`src/pcr_pkg.sv`:
```
package pcr_pkg;
    // Register indices; the byte address is four times the index
    localparam logic [7:0] PORT1_LOOPBACK_CONTROL_IDX = 8'h1A;
    localparam logic [7:0] PORT1_NEGOTIATION_CONTROL_IDX = 8'h1C;
    localparam logic [7:0] PORT1_LED_TX_CONTROL_IDX = 8'h1D;
    localparam logic [7:0] PORT2_NEGOTIATION_CONTROL_IDX = 8'h2C;
    localparam logic [7:0] PORT2_LED_TX_CONTROL_IDX = 8'h2D;
    localparam logic [7:0] PORT3_CABLE_FAULT_DISTANCE_IDX = 8'h3B;
    localparam logic [7:0] PORT3_NEGOTIATION_CONTROL_IDX = 8'h3C;
    localparam logic [7:0] PORT3_LED_TX_CONTROL_IDX = 8'h3D;
    localparam logic [7:0] PORT4_CABLE_FAULT_DISTANCE_IDX = 8'h4B;
    localparam logic [7:0] PORT4_NEGOTIATION_CONTROL_IDX = 8'h4C;
    localparam logic [7:0] PORT4_LED_TX_CONTROL_IDX = 8'h4D;
    localparam logic [7:0] PORT_STRIDE = 8'h10;

    // Loopback / cable diagnostic control register fields
    localparam int C8_SHORT10_BIT = 7;
    localparam int C8_OUTCOME_LSB = 5;
    localparam int C8_GO_BIT = 4;
    localparam int C8_LOOPBACK_BIT = 1;
    localparam int C8_COUNT8_BIT = 0;

    // Negotiation control fields
    localparam int C9_AN_DISABLE_BIT = 7;
    localparam int C9_SPEED_BIT = 6;
    localparam int C9_DUPLEX_BIT = 5;
    localparam logic [4:0] C9_RESERVED_VALUE = 5'h1f;
    localparam logic C9_AN_DISABLE_RESET = 1'b0;
    localparam logic C9_SPEED_RESET = 1'b1;
    localparam logic C9_DUPLEX_RESET = 1'b0;

    // LED / transmitter control fields
    localparam int C10_LED_OFF_BIT = 7;
    localparam int C10_TX_OFF_BIT = 6;
    localparam int C10_RESTART_BIT = 5;

    // Cable test outcome codes
    typedef enum logic [1:0] {
        PCR_CABLE_NORMAL = 2'h0,
        PCR_CABLE_OPEN = 2'h1,
        PCR_CABLE_SHORT = 2'h2,
        PCR_CABLE_FAILED = 2'h3
    } pcr_outcome_t;

    localparam logic [8:0] FAULT_COUNT_RESET = 9'h000;
    localparam int PORT_COUNT = 4;
    localparam logic [3:0] COPPER_PORTS = 4'b1100;
    localparam int NIBBLE_W = 4;
endpackage : pcr_pkg

```
`src/pcr_port_regs.sv`:
```
// Our own choice: the APB interface to the registers.
`timescale 1ns/1ps
// Operation
// - The fault distance is nine bits, bit 8 in the diagnostic control register, bits 7:0 in a result register.
// - With negotiation disabled, speed and duplex come from the forced bits of the same register.
// - Forced speed one gives 100 Mbit/s, zero gives 10 Mbit/s, and it resets to one.
// - Forced duplex (full at one, half at zero, reset half) applies when negotiation is off or has failed.
// - A set LED-off bit drives all three LED outputs of the port high.
// - A set transmitter-off bit disables the port's transmitter, and it resets to zero.
// - Writing one to restart-negotiation restarts it and the bit clears itself.
// - The fault distance result register exists only for ports three and four.
// - Negotiation and LED/transmitter control registers exist for ports one to four at a stride of sixteen.
// - Setting the cable test go bit starts a test on ports three and four only; the bit clears itself on completion unless go is rewritten in that cycle.
// - The cable test outcome is 0 normal, 1 open, 2 short, 3 failed.
module pcr_port_regs
    import pcr_pkg::*;
#(
    parameter int ADDR_W = 12,
    parameter int NPORT = PORT_COUNT
) (
    input wire logic clock_i,
    input wire logic rstn_i,
    input wire logic psel_i,
    input wire logic penable_i,
    input wire logic pwrite_i,
    input wire logic [ADDR_W-1:0] paddr_i,
    input wire logic [31:0] pwdata_i,
    input wire logic [3:0] pstrb_i,
    output logic [31:0] prdata_o,
    output logic pready_o,
    output logic pslverr_o,
    input wire logic [NPORT*NIBBLE_W-1:0] line_receive_pair_i,
    input wire logic [NPORT-1:0] line_receive_valid_i,
    input wire logic [NPORT*NIBBLE_W-1:0] mac_tx_data_i,
    input wire logic [NPORT-1:0] mac_tx_valid_i,
    output logic [NPORT*NIBBLE_W-1:0] line_transmit_pair_o,
    output logic [NPORT-1:0] line_transmit_valid_o,
    output logic [NPORT-1:0] transmitter_off_o,
    input wire logic [NPORT-1:0] an_speed_100_i,
    input wire logic [NPORT-1:0] an_full_duplex_i,
    input wire logic [NPORT-1:0] an_failed_i,
    output logic [NPORT-1:0] an_enable_o,
    output logic [NPORT-1:0] an_restart_o,
    output logic [NPORT-1:0] link_speed_100_o,
    output logic [NPORT-1:0] link_full_duplex_o,
    input wire logic [NPORT*3-1:0] led_normal_i,
    output logic [NPORT-1:0] port_led_out_0_o,
    output logic [NPORT-1:0] port_led_out_1_o,
    output logic [NPORT-1:0] port_led_out_2_o,
    output logic [NPORT-1:0] cable_test_start_o,
    input wire logic [NPORT-1:0] cable_test_done_i,
    input wire logic [NPORT*2-1:0] cable_test_outcome_i,
    input wire logic [NPORT*9-1:0] fault_distance_count_i,
    input wire logic [NPORT-1:0] cable_short10_i
);
    logic [7:0] reg_idx;
    logic setup_phase;
    logic wr_access;
    logic aligned;

    logic [NPORT-1:0] loopback_q;
    logic [NPORT-1:0] an_disable_q;
    logic [NPORT-1:0] forced_speed_q;
    logic [NPORT-1:0] forced_duplex_q;
    logic [NPORT-1:0] led_off_q;
    logic [NPORT-1:0] tx_off_q;
    logic [NPORT-1:0] restart_q;
    logic [NPORT-1:0] test_busy;
    logic [NPORT*2-1:0] test_outcome;
    logic [NPORT*9-1:0] test_count;
    logic [NPORT-1:0] test_short10;

    logic [NPORT-1:0] hit_c8;
    logic [NPORT-1:0] hit_c9;
    logic [NPORT-1:0] hit_c10;
    logic [NPORT-1:0] hit_res;
    logic [NPORT*8-1:0] rd_c8;
    logic [NPORT*8-1:0] rd_c9;
    logic [NPORT*8-1:0] rd_c10;
    logic [NPORT*8-1:0] rd_res;

    logic [7:0] rd_byte;
    logic rd_hit;
    logic [31:0] prdata_q;
    logic pslverr_q;
    logic [NPORT*NIBBLE_W-1:0] tx_data_q;
    logic [NPORT-1:0] tx_valid_q;
    logic [NPORT-1:0] led0_q;
    logic [NPORT-1:0] led1_q;
    logic [NPORT-1:0] led2_q;

    assign reg_idx = paddr_i[9:2];
    assign aligned = (paddr_i[1:0] == 2'b00) && (paddr_i[ADDR_W-1:10] == '0);
    assign setup_phase = psel_i && !penable_i;
    assign wr_access = psel_i && penable_i && pwrite_i && pstrb_i[0] && aligned;

    genvar p;
    generate
        for (p = 0; p < NPORT; p++) begin : g_port
            localparam logic [7:0] OFS = 8'(p) * PORT_STRIDE;
            localparam logic COPPER = COPPER_PORTS[p];
            logic [7:0] c8_rd;
            logic go_write;

            // Slots of the fifth port and beyond fall outside this loop
            assign hit_c8[p] = aligned && (reg_idx == PORT1_LOOPBACK_CONTROL_IDX + OFS);
            assign hit_c9[p] = aligned && (reg_idx == PORT1_NEGOTIATION_CONTROL_IDX + OFS);
            assign hit_c10[p] = aligned && (reg_idx == PORT1_LED_TX_CONTROL_IDX + OFS);
            assign hit_res[p] = COPPER && aligned && (reg_idx == PORT1_LOOPBACK_CONTROL_IDX
                                + OFS + 8'h01);
            assign go_write = COPPER && wr_access && hit_c8[p] && pwdata_i[C8_GO_BIT];

            always_ff @(posedge clock_i or negedge rstn_i) begin
                if (!rstn_i) begin
                    loopback_q[p] <= 1'b0;
                    an_disable_q[p] <= C9_AN_DISABLE_RESET;
                    forced_speed_q[p] <= C9_SPEED_RESET;
                    forced_duplex_q[p] <= C9_DUPLEX_RESET;
                    led_off_q[p] <= 1'b0;
                    tx_off_q[p] <= 1'b0;
                end else if (wr_access) begin
                    if (hit_c8[p]) begin
                        loopback_q[p] <= pwdata_i[C8_LOOPBACK_BIT];
                    end
                    if (hit_c9[p]) begin
                        an_disable_q[p] <= pwdata_i[C9_AN_DISABLE_BIT];
                        forced_speed_q[p] <= pwdata_i[C9_SPEED_BIT];
                        forced_duplex_q[p] <= pwdata_i[C9_DUPLEX_BIT];
                    end
                    if (hit_c10[p]) begin
                        led_off_q[p] <= pwdata_i[C10_LED_OFF_BIT];
                        tx_off_q[p] <= pwdata_i[C10_TX_OFF_BIT];
                    end
                end
            end

            // Restart is a one-cycle strobe, so it reads back as one only in a read whose setup cycle directly follows the write
            always_ff @(posedge clock_i or negedge rstn_i) begin
                if (!rstn_i) begin
                    restart_q[p] <= 1'b0;
                end else begin
                    restart_q[p] <= wr_access && hit_c10[p] && pwdata_i[C10_RESTART_BIT];
                end
            end

            if (COPPER) begin : g_cable
                pcr_cable_test u_cable_test (
                    .clock_i(clock_i),
                    .rstn_i(rstn_i),
                    .go_write_i(go_write),
                    .done_i(cable_test_done_i[p]),
                    .outcome_i(cable_test_outcome_i[p*2 +: 2]),
                    .count_i(fault_distance_count_i[p*9 +: 9]),
                    .short10_i(cable_short10_i[p]),
                    .busy_o(test_busy[p]),
                    .start_o(cable_test_start_o[p]),
                    .outcome_o(test_outcome[p*2 +: 2]),
                    .count_o(test_count[p*9 +: 9]),
                    .short10_o(test_short10[p])
                );
            end else begin : g_no_cable
                assign test_busy[p] = 1'b0;
                assign cable_test_start_o[p] = 1'b0;
                assign test_outcome[p*2 +: 2] = PCR_CABLE_NORMAL;
                assign test_count[p*9 +: 9] = FAULT_COUNT_RESET;
                assign test_short10[p] = 1'b0;
            end

            always_comb begin
                c8_rd = 8'h00;
                c8_rd[C8_SHORT10_BIT] = test_short10[p];
                c8_rd[C8_OUTCOME_LSB +: 2] = test_outcome[p*2 +: 2];
                c8_rd[C8_GO_BIT] = test_busy[p];
                c8_rd[C8_LOOPBACK_BIT] = loopback_q[p];
                c8_rd[C8_COUNT8_BIT] = test_count[p*9 + 8];
            end

            assign rd_c8[p*8 +: 8] = c8_rd;
            assign rd_c9[p*8 +: 8] = {an_disable_q[p], forced_speed_q[p], forced_duplex_q[p],
                                      C9_RESERVED_VALUE};
            assign rd_c10[p*8 +: 8] = {led_off_q[p], tx_off_q[p], restart_q[p], 5'h00};
            assign rd_res[p*8 +: 8] = test_count[p*9 +: 8];

            // Loopback turns the received nibble round inside the PHY
            always_ff @(posedge clock_i or negedge rstn_i) begin
                if (!rstn_i) begin
                    tx_data_q[p*NIBBLE_W +: NIBBLE_W] <= '0;
                    tx_valid_q[p] <= 1'b0;
                end else if (tx_off_q[p]) begin
                    tx_data_q[p*NIBBLE_W +: NIBBLE_W] <= '0;
                    tx_valid_q[p] <= 1'b0;
                end else if (loopback_q[p]) begin
                    tx_data_q[p*NIBBLE_W +: NIBBLE_W] <=
                        line_receive_pair_i[p*NIBBLE_W +: NIBBLE_W];
                    tx_valid_q[p] <= line_receive_valid_i[p];
                end else begin
                    tx_data_q[p*NIBBLE_W +: NIBBLE_W] <= mac_tx_data_i[p*NIBBLE_W +: NIBBLE_W];
                    tx_valid_q[p] <= mac_tx_valid_i[p];
                end
            end

            always_ff @(posedge clock_i or negedge rstn_i) begin
                if (!rstn_i) begin
                    led0_q[p] <= 1'b1;
                    led1_q[p] <= 1'b1;
                    led2_q[p] <= 1'b1;
                end else begin
                    led0_q[p] <= led_off_q[p] | led_normal_i[p*3];
                    led1_q[p] <= led_off_q[p] | led_normal_i[p*3+1];
                    led2_q[p] <= led_off_q[p] | led_normal_i[p*3+2];
                end
            end

            assign link_speed_100_o[p] = an_disable_q[p] ? forced_speed_q[p]
                                                         : an_speed_100_i[p];
            assign link_full_duplex_o[p] = (an_disable_q[p] || an_failed_i[p])
                                           ? forced_duplex_q[p] : an_full_duplex_i[p];
            assign an_enable_o[p] = !an_disable_q[p];
        end
    endgenerate

    // Read data is snapped in the setup cycle so it comes out of a flop
    always_comb begin
        rd_byte = 8'h00;
        rd_hit = 1'b0;
        for (int i = 0; i < NPORT; i++) begin
            if (hit_c8[i]) begin
                rd_byte = rd_c8[i*8 +: 8];
                rd_hit = 1'b1;
            end
            if (hit_c9[i]) begin
                rd_byte = rd_c9[i*8 +: 8];
                rd_hit = 1'b1;
            end
            if (hit_c10[i]) begin
                rd_byte = rd_c10[i*8 +: 8];
                rd_hit = 1'b1;
            end
            if (hit_res[i]) begin
                rd_byte = rd_res[i*8 +: 8];
                rd_hit = 1'b1;
            end
        end
    end

    always_ff @(posedge clock_i or negedge rstn_i) begin
        if (!rstn_i) begin
            prdata_q <= 32'h0000_0000;
            pslverr_q <= 1'b0;
        end else if (setup_phase) begin
            prdata_q <= pwrite_i ? 32'h0000_0000 : {24'h00_0000, rd_byte};
            pslverr_q <= !rd_hit;
        end
    end

    assign prdata_o = prdata_q;
    assign pready_o = 1'b1;
    assign pslverr_o = psel_i && penable_i && pslverr_q;
    assign an_restart_o = restart_q;
    assign transmitter_off_o = tx_off_q;
    assign line_transmit_pair_o = tx_data_q;
    assign line_transmit_valid_o = tx_valid_q;
    assign port_led_out_0_o = led0_q;
    assign port_led_out_1_o = led1_q;
    assign port_led_out_2_o = led2_q;
endmodule : pcr_port_regs

```
`src/pcr_cable_test.sv`:
```
`timescale 1ns/1ps
module pcr_cable_test
    import pcr_pkg::*;
(
    input wire logic clock_i,
    input wire logic rstn_i,
    input wire logic go_write_i,
    input wire logic done_i,
    input wire logic [1:0] outcome_i,
    input wire logic [8:0] count_i,
    input wire logic short10_i,
    output logic busy_o,
    output logic start_o,
    output logic [1:0] outcome_o,
    output logic [8:0] count_o,
    output logic short10_o
);
    typedef enum logic [2:0] {
        ST_IDLE = 3'b001,
        ST_START = 3'b010,
        ST_RUN = 3'b100
    } pcr_ct_state_t;

    pcr_ct_state_t state_q;
    pcr_ct_state_t state_d;

    always_comb begin
        state_d = state_q;
        case (state_q)
            ST_IDLE: begin
                if (go_write_i) begin
                    state_d = ST_START;
                end
            end
            ST_START: begin
                state_d = ST_RUN;
            end
            ST_RUN: begin
                if (done_i && !go_write_i) begin
                    state_d = ST_IDLE;
                end
            end
            default: begin
                state_d = ST_IDLE;
            end
        endcase
    end

    always_ff @(posedge clock_i or negedge rstn_i) begin
        if (!rstn_i) begin
            state_q <= ST_IDLE;
        end else begin
            state_q <= state_d;
        end
    end

    // A go written in the cycle a test finishes keeps it in ST_RUN, busy, with no new start pulse
    always_ff @(posedge clock_i or negedge rstn_i) begin
        if (!rstn_i) begin
            outcome_o <= PCR_CABLE_NORMAL;
            count_o <= FAULT_COUNT_RESET;
            short10_o <= 1'b0;
        end else if (state_q == ST_RUN && done_i) begin
            outcome_o <= outcome_i;
            count_o <= count_i;
            short10_o <= short10_i;
        end
    end

    assign busy_o = (state_q != ST_IDLE);
    assign start_o = (state_q == ST_START);
endmodule : pcr_cable_test

```
`config.mk`:
```
export PLATFORM = sky130hd
export DESIGN_NAME = pcr_port_regs
export DESIGN_NICKNAME = d
export VERILOG_FILES = /design/src/pcr_pkg.sv /design/src/pcr_port_regs.sv /design/src/pcr_cable_test.sv
export SDC_FILE = /design/constraint.sdc
export NUM_CORES = 1
export LEC_CHECK = 0
export BUFFER_PORTS_ARGS = -buffer_cell sky130_fd_sc_hd__buf_2
export CAP_MARGIN = 20
export CORE_ASPECT_RATIO = 0.75
export CORE_MARGIN = 3
export CORE_UTILIZATION = 46
export DETAILED_ROUTE_END_ITERATION = 7
export MAX_ROUTING_LAYER = met4
export PLACE_DENSITY_LB_ADDON = 0.25
export REMOVE_ABC_BUFFERS = 1
export SLEW_MARGIN = 10
export SYNTH_ARGS = -nofsm -noshare
export SYNTH_HDL_FRONTEND = slang
export SYNTH_HIERARCHICAL = 1
export SYNTH_SLANG_ARGS = --single-unit
```
`constraint.sdc`:
```
create_clock -name clock_i -period 1.9 [get_ports clock_i]
set_input_delay 0.57 -clock clock_i [delete_from_list [all_inputs] [get_ports clock_i]]
set_output_delay 0.57 -clock clock_i [all_outputs]
set_load 0.01 [all_outputs]
```
==> results.md, run 1 <==
- Worst setup EP type: flip-flop
- Gr ovfl total: 0
- Hold-fix buffers, CTS: 0
- Min Tclk post-route: roughly 2.0 ns
- Slowest cell on the critical path: or4_4
- Total Die Area: ~0.013 mm^2
- RSZ-0062 raised after global routing: true
- Clock transition at path regs: 0.07 ns
- Row count: 33
- Crit. path cell count: 8
- Synthesis-stage register bit count: between 90 and 100
- Combinational fraction of design power: ~12%
- Port Buffer Count: between 150 and 200
- Core ar.: 0.0110 mm^2
- # diodes: 0
- Drt wl/cell: approximately 19 um
- Sequential share of power: between 40% and 50%
- Int Power: between 0.003 and 0.004 W
- Final worst-path cycle share: 106%
- Most frequent cell after synthesis: dfrtp_1
- Worst Skew: ~0.0064 ns
- Fin. Hold Viols: 0
- Avg Cell Area, Syn: around 11 um^2
- Tightest Pin Transition: ~0.53 ns
- Dpl hpwl: around 12,000 um
- Layout Cells excl Fill: 835
- Top FF cell, synth: dfrtp_1
- Max-capacitance violation count: 0
- Critical Path Fanout Max: 4
- YS warnings: 6
- Cell area after layout: roughly 0.0070 mm^2
- Clock power share: roughly two fifths
- Overall Global Routing Usage: 25.1%
- TritonCTS clock tree: built
- Seq/Total Area, Yosys: 47.8%
- Clock Tree Root: clkbuf_16
- Setup TNS Final: -1.15 ns
- Routed wire length: around 16,000 um
- Final setup violation count: 28
- Worst-case reg-to-reg path depth: 5
- Maximum clock insertion buffer count: 2
- Critical Path RT: 2.18 ns
- Number of buffers created by CTS: 9
- Die H: roughly 98 um
- Synth top cells by count: dfrtp_1 (81), nor2_1 (55), mux2_2 (34)
- Mapped cell area: about 0.0052 mm^2
- Clk sinks: 99
- Fin. max-slew vios: 0
- Sw Ratio: between 20% and 30%
- CP cell instances: buf_6, or4_4, buf_6, nor4_4, buf_4, o211a_1, o211ai_1, nand3_1
- P_leak: between 3 and 4 nW
- Initial core utilization: a little under half
- Share of cells above drive strength 1: between 50% and 60%
- CP top delay family: simple AND/OR/NAND/NOR gates
- WP buf/inv: 3
- Drt pass-1 iters: 5
- Synth-to-Final Area Change: 34.4%
- Yosys top cell area share: 38.7%
- # DRC: 0
- Critical path's most frequent cell: buf_6
- CTS H-tree lvls: 3
- IO Pins: between 200 and 300
- CP Launch Type: input pin
- Critical path type: in2reg
- Pin count of the biggest net entering global routing: 100
- Area of placed instances: approximately 0.0064 mm^2
- Failing checks: negative setup slack
- Dpl cells: ~810
- Nets: roughly 860
- Status: finished with violations
- Routability cong.: between 0.9 and 1
- HP Class: in2async
- Die width: between 100 and 150 um
- Clock Latency Late Sink: between 0.3 and 0.4 ns
- Synth cell types: between 50 and 60
- Cell taking the most area after synthesis: dfrtp_1
- Minimum hold slack: 0.257 ns
- Gate Count Post-Synth: 470
- Synth async-reset ratio: 100%
- Initial antenna violation count: 0
- First-pass GRT wire length: 23,900 um
- Max Fclk: 0.496 GHz
- Via count: 4,412
- Crit path DAT: around 2.3 ns
- Max VDD drop: about 470 uV
- Antenna-violating nets left: 0
- Relative slew slack: between 60% and 70%
- Via density: about 5.3
- Post-synth EDFFs: 0
- Power density cells: approximately 640 mW/mm^2
- 1st-iter DRT viols: ~260
- P_sw: between 0.001 and 0.0015 W
- Slowest stage delay, CP: 0.56 ns
- PnR worst setup slack: -0.117 ns
- Number of global-route vias before repair: approximately 4.4k
- Synth area leaders: dfrtp_1 (39%), dfstp_2 (9.0%), mux2_2 (7.3%)
## flip-flops by register name (all words and copies together) (netlist names)
signal / flops
forced_speed_q: 4
led_off_q: 4
pslverr_q: 1
g_port.g_cable.u_cable_test/state_q: 6
g_port.g_cable.u_cable_test/short10_o: 2
an_restart_o: 4
prdata_o: 8
line_transmit_valid_o: 4
g_port.g_cable.u_cable_test/outcome_o: 4
forced_duplex_q: 4
an_disable_q: 4
line_transmit_pair_o: 16
transmitter_off_o: 4
port_led_out_2_o: 4
port_led_out_0_o: 4
g_port.c8_rd: 4
g_port.g_cable.u_cable_test/count_o: 18
port_led_out_1_o: 4
## layer usage
metal / global-route usage [%] / part of all wire (%)
met1: 36.1 / 46
met2: 36.3 / 44
met3: 5.41 / 8.9
met4: 5.89 / 1.2
met5: - / 0
## stage by stage
stage / power (W) / util [%] / setup WS, ns
finish: 0.00452 / 63.8 / -0.117
detailed placement: 0.00275 / 58.4 / -0.647
CTS: 0.00456 / 63.0 / -0.0986
floorplan: 0.00241 / - / -0.459
global route: 0.00471 / 63.8 / -0.138
global placement: 0.00275 / 58.4 / -0.660
## timing repair
action	4_1_cts	5_1_grt
pin swaps	19	5
setup endpoints to repair	39	39
buffers inserted	8	1
gates resized for setup	42	18
## power by group through the flow
stage	combinational [W]	sequential, W	clock (W)
after floorplan	0.000163	0.00224	0
after global placement	0.000522	0.00222	0
after detailed placement	0.000527	0.00223	0
after CTS	0.000550	0.00219	0.00182
after global routing	0.000617	0.00219	0.00190
final	0.000561	0.00219	0.00177
## layout by cell type (no fill, tap or decap), types with 4 or more instances in the layout
cell type,count
buf_6,14
dfstp_2,18
and3_1,10
nand3_1,9
dfrtp_1,79
nor4_4,4
mux2_2,26
mux2i_1,21
nand2_1,12
nand4b_1,4
nand2_2,9
nand3b_1,5
nand2b_1,8
conb_1,27
o2bb2ai_1,5
inv_1,8
buf_2,166
buf_4,55
clkbuf_16,9
nor2_2,5
a22oi_1,10
o21ai_0,8
mux2_4,29
nor2b_1,8
nor2_1,47
a21oi_1,10
or2_2,12
o211ai_1,5
nor3b_1,4
nand4_1,4
## logic make-up after synthesis
group | Yosys count | share of synthesized area (%)
other | 2 | 0.144
AND/OR/NAND/NOR | 173 | 19.6
flip-flops | 99 | 47.8
multiplexers | 76 | 17.3
AO/OA/AOI/OAI | 60 | 7.96
buffers and inverters | 60 | 7.18
## final cells by class
cell class	count	area, um^2
inverters	8	30.0
clock buffers	11	243
multi-input cells	336	2610
fillers	935	4000
clock inverters	5	43.8
well taps	140	175
repair buffers	236	1420
flip-flops and latches	99	2500
## worst paths after layout
check	start	slack, ns	end
min	rstn_i	0.26	line_transmit_pair_o[13]
max reg2reg	g_port[2].g_cable.u_cable_test/state_q[0]	0.07	prdata_o[4]
min reg2reg	pslverr_q	0.49	pslverr_q
max	paddr_i[10]	-0.12	prdata_o[5]
min in group clock_i	led_normal_i[4]	0.41	port_led_out_1_o[1]
max in group asynchronous	rstn_i	1.19	an_disable_q[3]
Note: power is estimated with default switching activity, not from simulation.
==> inputs of run 2 (changes only) <==
==> constraint.sdc (replaced) <==
create_clock -name clock_i -period 1.9 [get_ports clock_i]
set_input_delay 0.095 -clock clock_i [delete_from_list [all_inputs] [get_ports clock_i]]
set_output_delay 0.095 -clock clock_i [all_outputs]
set_load 0.01 [all_outputs]
==> run 2 against run 1 <==
Cell count up 2.8%. Critical endpoint is now prdata_o[4]. Clock skew about the same. Critical path depth down 3. Critical path type is now reg2reg. The flow now finishes without violations.
==> results.md, run 2 (synthesis results as in run 1) <==
- Dpl cells: 784 (-3.3%)
- Number of buffers created by CTS: 9 (unchanged)
- CP top delay family: compound AO/OA/AOI/OAI gates
- Fin. max-slew vios: 0 (unchanged)
- Final setup violation count: 0 (-100%)
- Clk sinks: 99 (unchanged)
- Largest register FFs: 18 (unchanged)
- First-pass GRT wire length: 24,100 um (+0.78%)
- Overall Global Routing Usage: 25.3% (+0.25 points)
- IO Pins: 259 (unchanged)
- Share of cells above drive strength 1: 44.2% (-11 points)
- Overall Power: 0.00477 W (+5.6%)
- Die width: 129 um (unchanged)
- Clock transition at path regs: 0.07 ns (about the same)
- Register Area: 0.00250 mm^2 (about the same)
- Fin. Hold Viols: 0 (unchanged)
- Synth-to-Final Area Change: 36.7%
- Crit path DAT: 2.00 ns (-0.30 ns)
- Worst Skew: 0.00676 ns (+0.000407 ns)
- # resized after CTS: 0 (-100%)
- Max Fclk: 0.559 GHz (+13%)
- Biggest register: g_port.g_cable.u_cable_test/count_o
- CP cell instances: or3b_2, a22oi_1, nor2_1, o221ai_1, o211ai_1
- Slowest stage delay, CP: 0.55 ns (about the same)
- # fillers: 915 (-2.1%)
- Number of global-route vias before repair: 4,470 (+1.1%)
- # DRC: 0 (unchanged)
- Commonest non-fill, non-tap cell in the layout: buf_2
- CP Launch Type: flip-flop
- Via count: 4,455 (+0.97%)
- CTS H-tree lvls: 3 (unchanged)
- # diodes: 0 (unchanged)
- Die H: 98.4 um (unchanged)
- P_leak: 3.50 nW (+0.43%)
- Worst setup EP type: flip-flop
- Antenna-violating nets left: 0 (unchanged)
- Slowest cell on the critical path: dfstp_2
- Power density cells: 667 mW/mm^2 (+3.8%)
- Cell area after layout: 0.00715 mm^2 (+1.7%)
- Minimum hold slack: 0.0112 ns (-0.246 ns)
- Gr ovfl total: 0 (unchanged)
- Initial antenna violation count: 0 (unchanged)
- Maximum clock insertion buffer count: 2 (unchanged)
- Clock Latency Late Sink: 0.34 ns (about the same)
- Area of placed instances: 0.00624 mm^2 (-3.1%)
- Status: finished, final reports clean
- Drt wl/cell: 18.0 um (-3.2%)
- Final core occ: 64.9% (+1.1 points)
- RSZ-0062 raised after global routing: false
- Critical Path Fanout Max: 4 (unchanged)
- WP buf/inv: 0 (-3)
- Critical Path RT: 2.12 ns (-0.06 ns)
- Initial core utilization: 47.5% (unchanged)
- Clock Tree Root: clkbuf_16
- Core ar.: 0.0110 mm^2 (unchanged)
- 1st-iter DRT viols: 293 (+14%)
- Drt pass-1 iters: 5 (unchanged)
- Routability cong.: 0.915 (-4.3%)
- Max-capacitance violation count: 0 (unchanged)
- Most frequent cells in the layout: buf_2 (174), dfrtp_1 (81), dlygate4sd3_1 (58)
- Port Buffer Count: 175 (unchanged)
- Final worst-path cycle share: 94.1% (-12 points)
- Min Tclk post-route: 1.79 ns (-0.229 ns)
- HP Class: in2reg
- TritonCTS clock tree: built
- Via density: 5.19 (-1.7%)
- Pin count of the biggest net entering global routing: 56 (-44%)
- Row count: 33 (unchanged)
- Total Die Area: 0.0127 mm^2 (unchanged)
- Routed wire length: 15,400 um (-0.49%)
- Layout Cells excl Fill: 858 (+2.8%)
- Critical path type: reg2reg
- Max VDD drop: 406 uV (-14%)
- Nets: 882 (+2.7%)
- Multi-input gate area: 0.00245 mm^2 (-6.3%)
- Dpl hpwl: 11,700 um (-2.0%)
==> run 2: cell types whose count changed in the layout (fill, tap and decap cells not counted), moves of 8 or more <==
| cell | delta |
|---|---|
| dlygate4sd3_1 | +58 |
| buf_4 | -29 |
| buf_6 | -14 |
| mux2_4 | -9 |
| buf_2 | +8 |
| mux2_2 | +8 |
| nor2_1 | +8 |
==> run 2: final timing paths <==
kind | start | slack (ns) | cells after the start | endpoint
worst max-delay path | g_port[2].g_cable.u_cable_test/state_q[0] | 0.11 | 5 | prdata_o[4]
min in group asynchronous | rstn_i | 0.11 | 2 | line_transmit_pair_o[14]
worst max register to register | g_port[2].g_cable.u_cable_test/state_q[0] | 0.11 | 5 | prdata_o[4]
worst min-delay path | mac_tx_data_i[15] | 0.01 | 3 | line_transmit_pair_o[15]
worst min register to register | pslverr_q | 0.50 | 1 | pslverr_q
max in group asynchronous | rstn_i | 1.08 | 3 | port_led_out_0_o[0]
==> run 2: through the flow <==
step	setup WS [ns]	TNS [ns]
2_1_floorplan	0.0158	0
3_3_place_gp	-0.0978	-0.751
3_5_place_dp	-0.109	-0.884
4_1_cts	0.142	0
5_1_grt	0.0857	0
6_report	0.112	0
==> run 2: where the power goes <==
part,internal (W),total [W],switching (W)
combinational,0.000293,0.000588,0.000296
clock,0.00120,0.00199,0.000794
sequential,0.00217,0.00219,0.0000215
==> run 2: repair_timing <==
item / 4_1_cts / 5_1_grt
buffers inserted: 0 / 0
hold buffers: 58 / 0
endpoints found under the hold margin: 131 / 0
setup endpoints to repair: 0 / 0
==> run 2: per-layer routing <==
| metal | part of all wire [%] | track usage [%] |
|---|---|---|
| met5 | 0 | - |
| met3 | 6.9 | 4.76 |
| met2 | 44 | 36.6 |
| met4 | 1.3 | 5.65 |
| met1 | 48 | 37.1 |
==> run 2: area by class of cell <==
type,instances,share of cell area (%)
Sequential cell,99,35.0
Multi-Input combinational cell,336,34.3
Timing Repair Buffer,259,23.3
Clock buffer,11,3.40
Tap cell,140,2.45
Clock inverter,5,1.19
Inverter,8,0.420
==> run 2: worst reg2reg max path, cell delays in order, from the launching register on <==
cell and delay, ns:
dfstp_2 0.55, or3b_2 0.44, a22oi_1 0.23, nor2_1 0.10
o221ai_1 0.21, o211ai_1 0.12
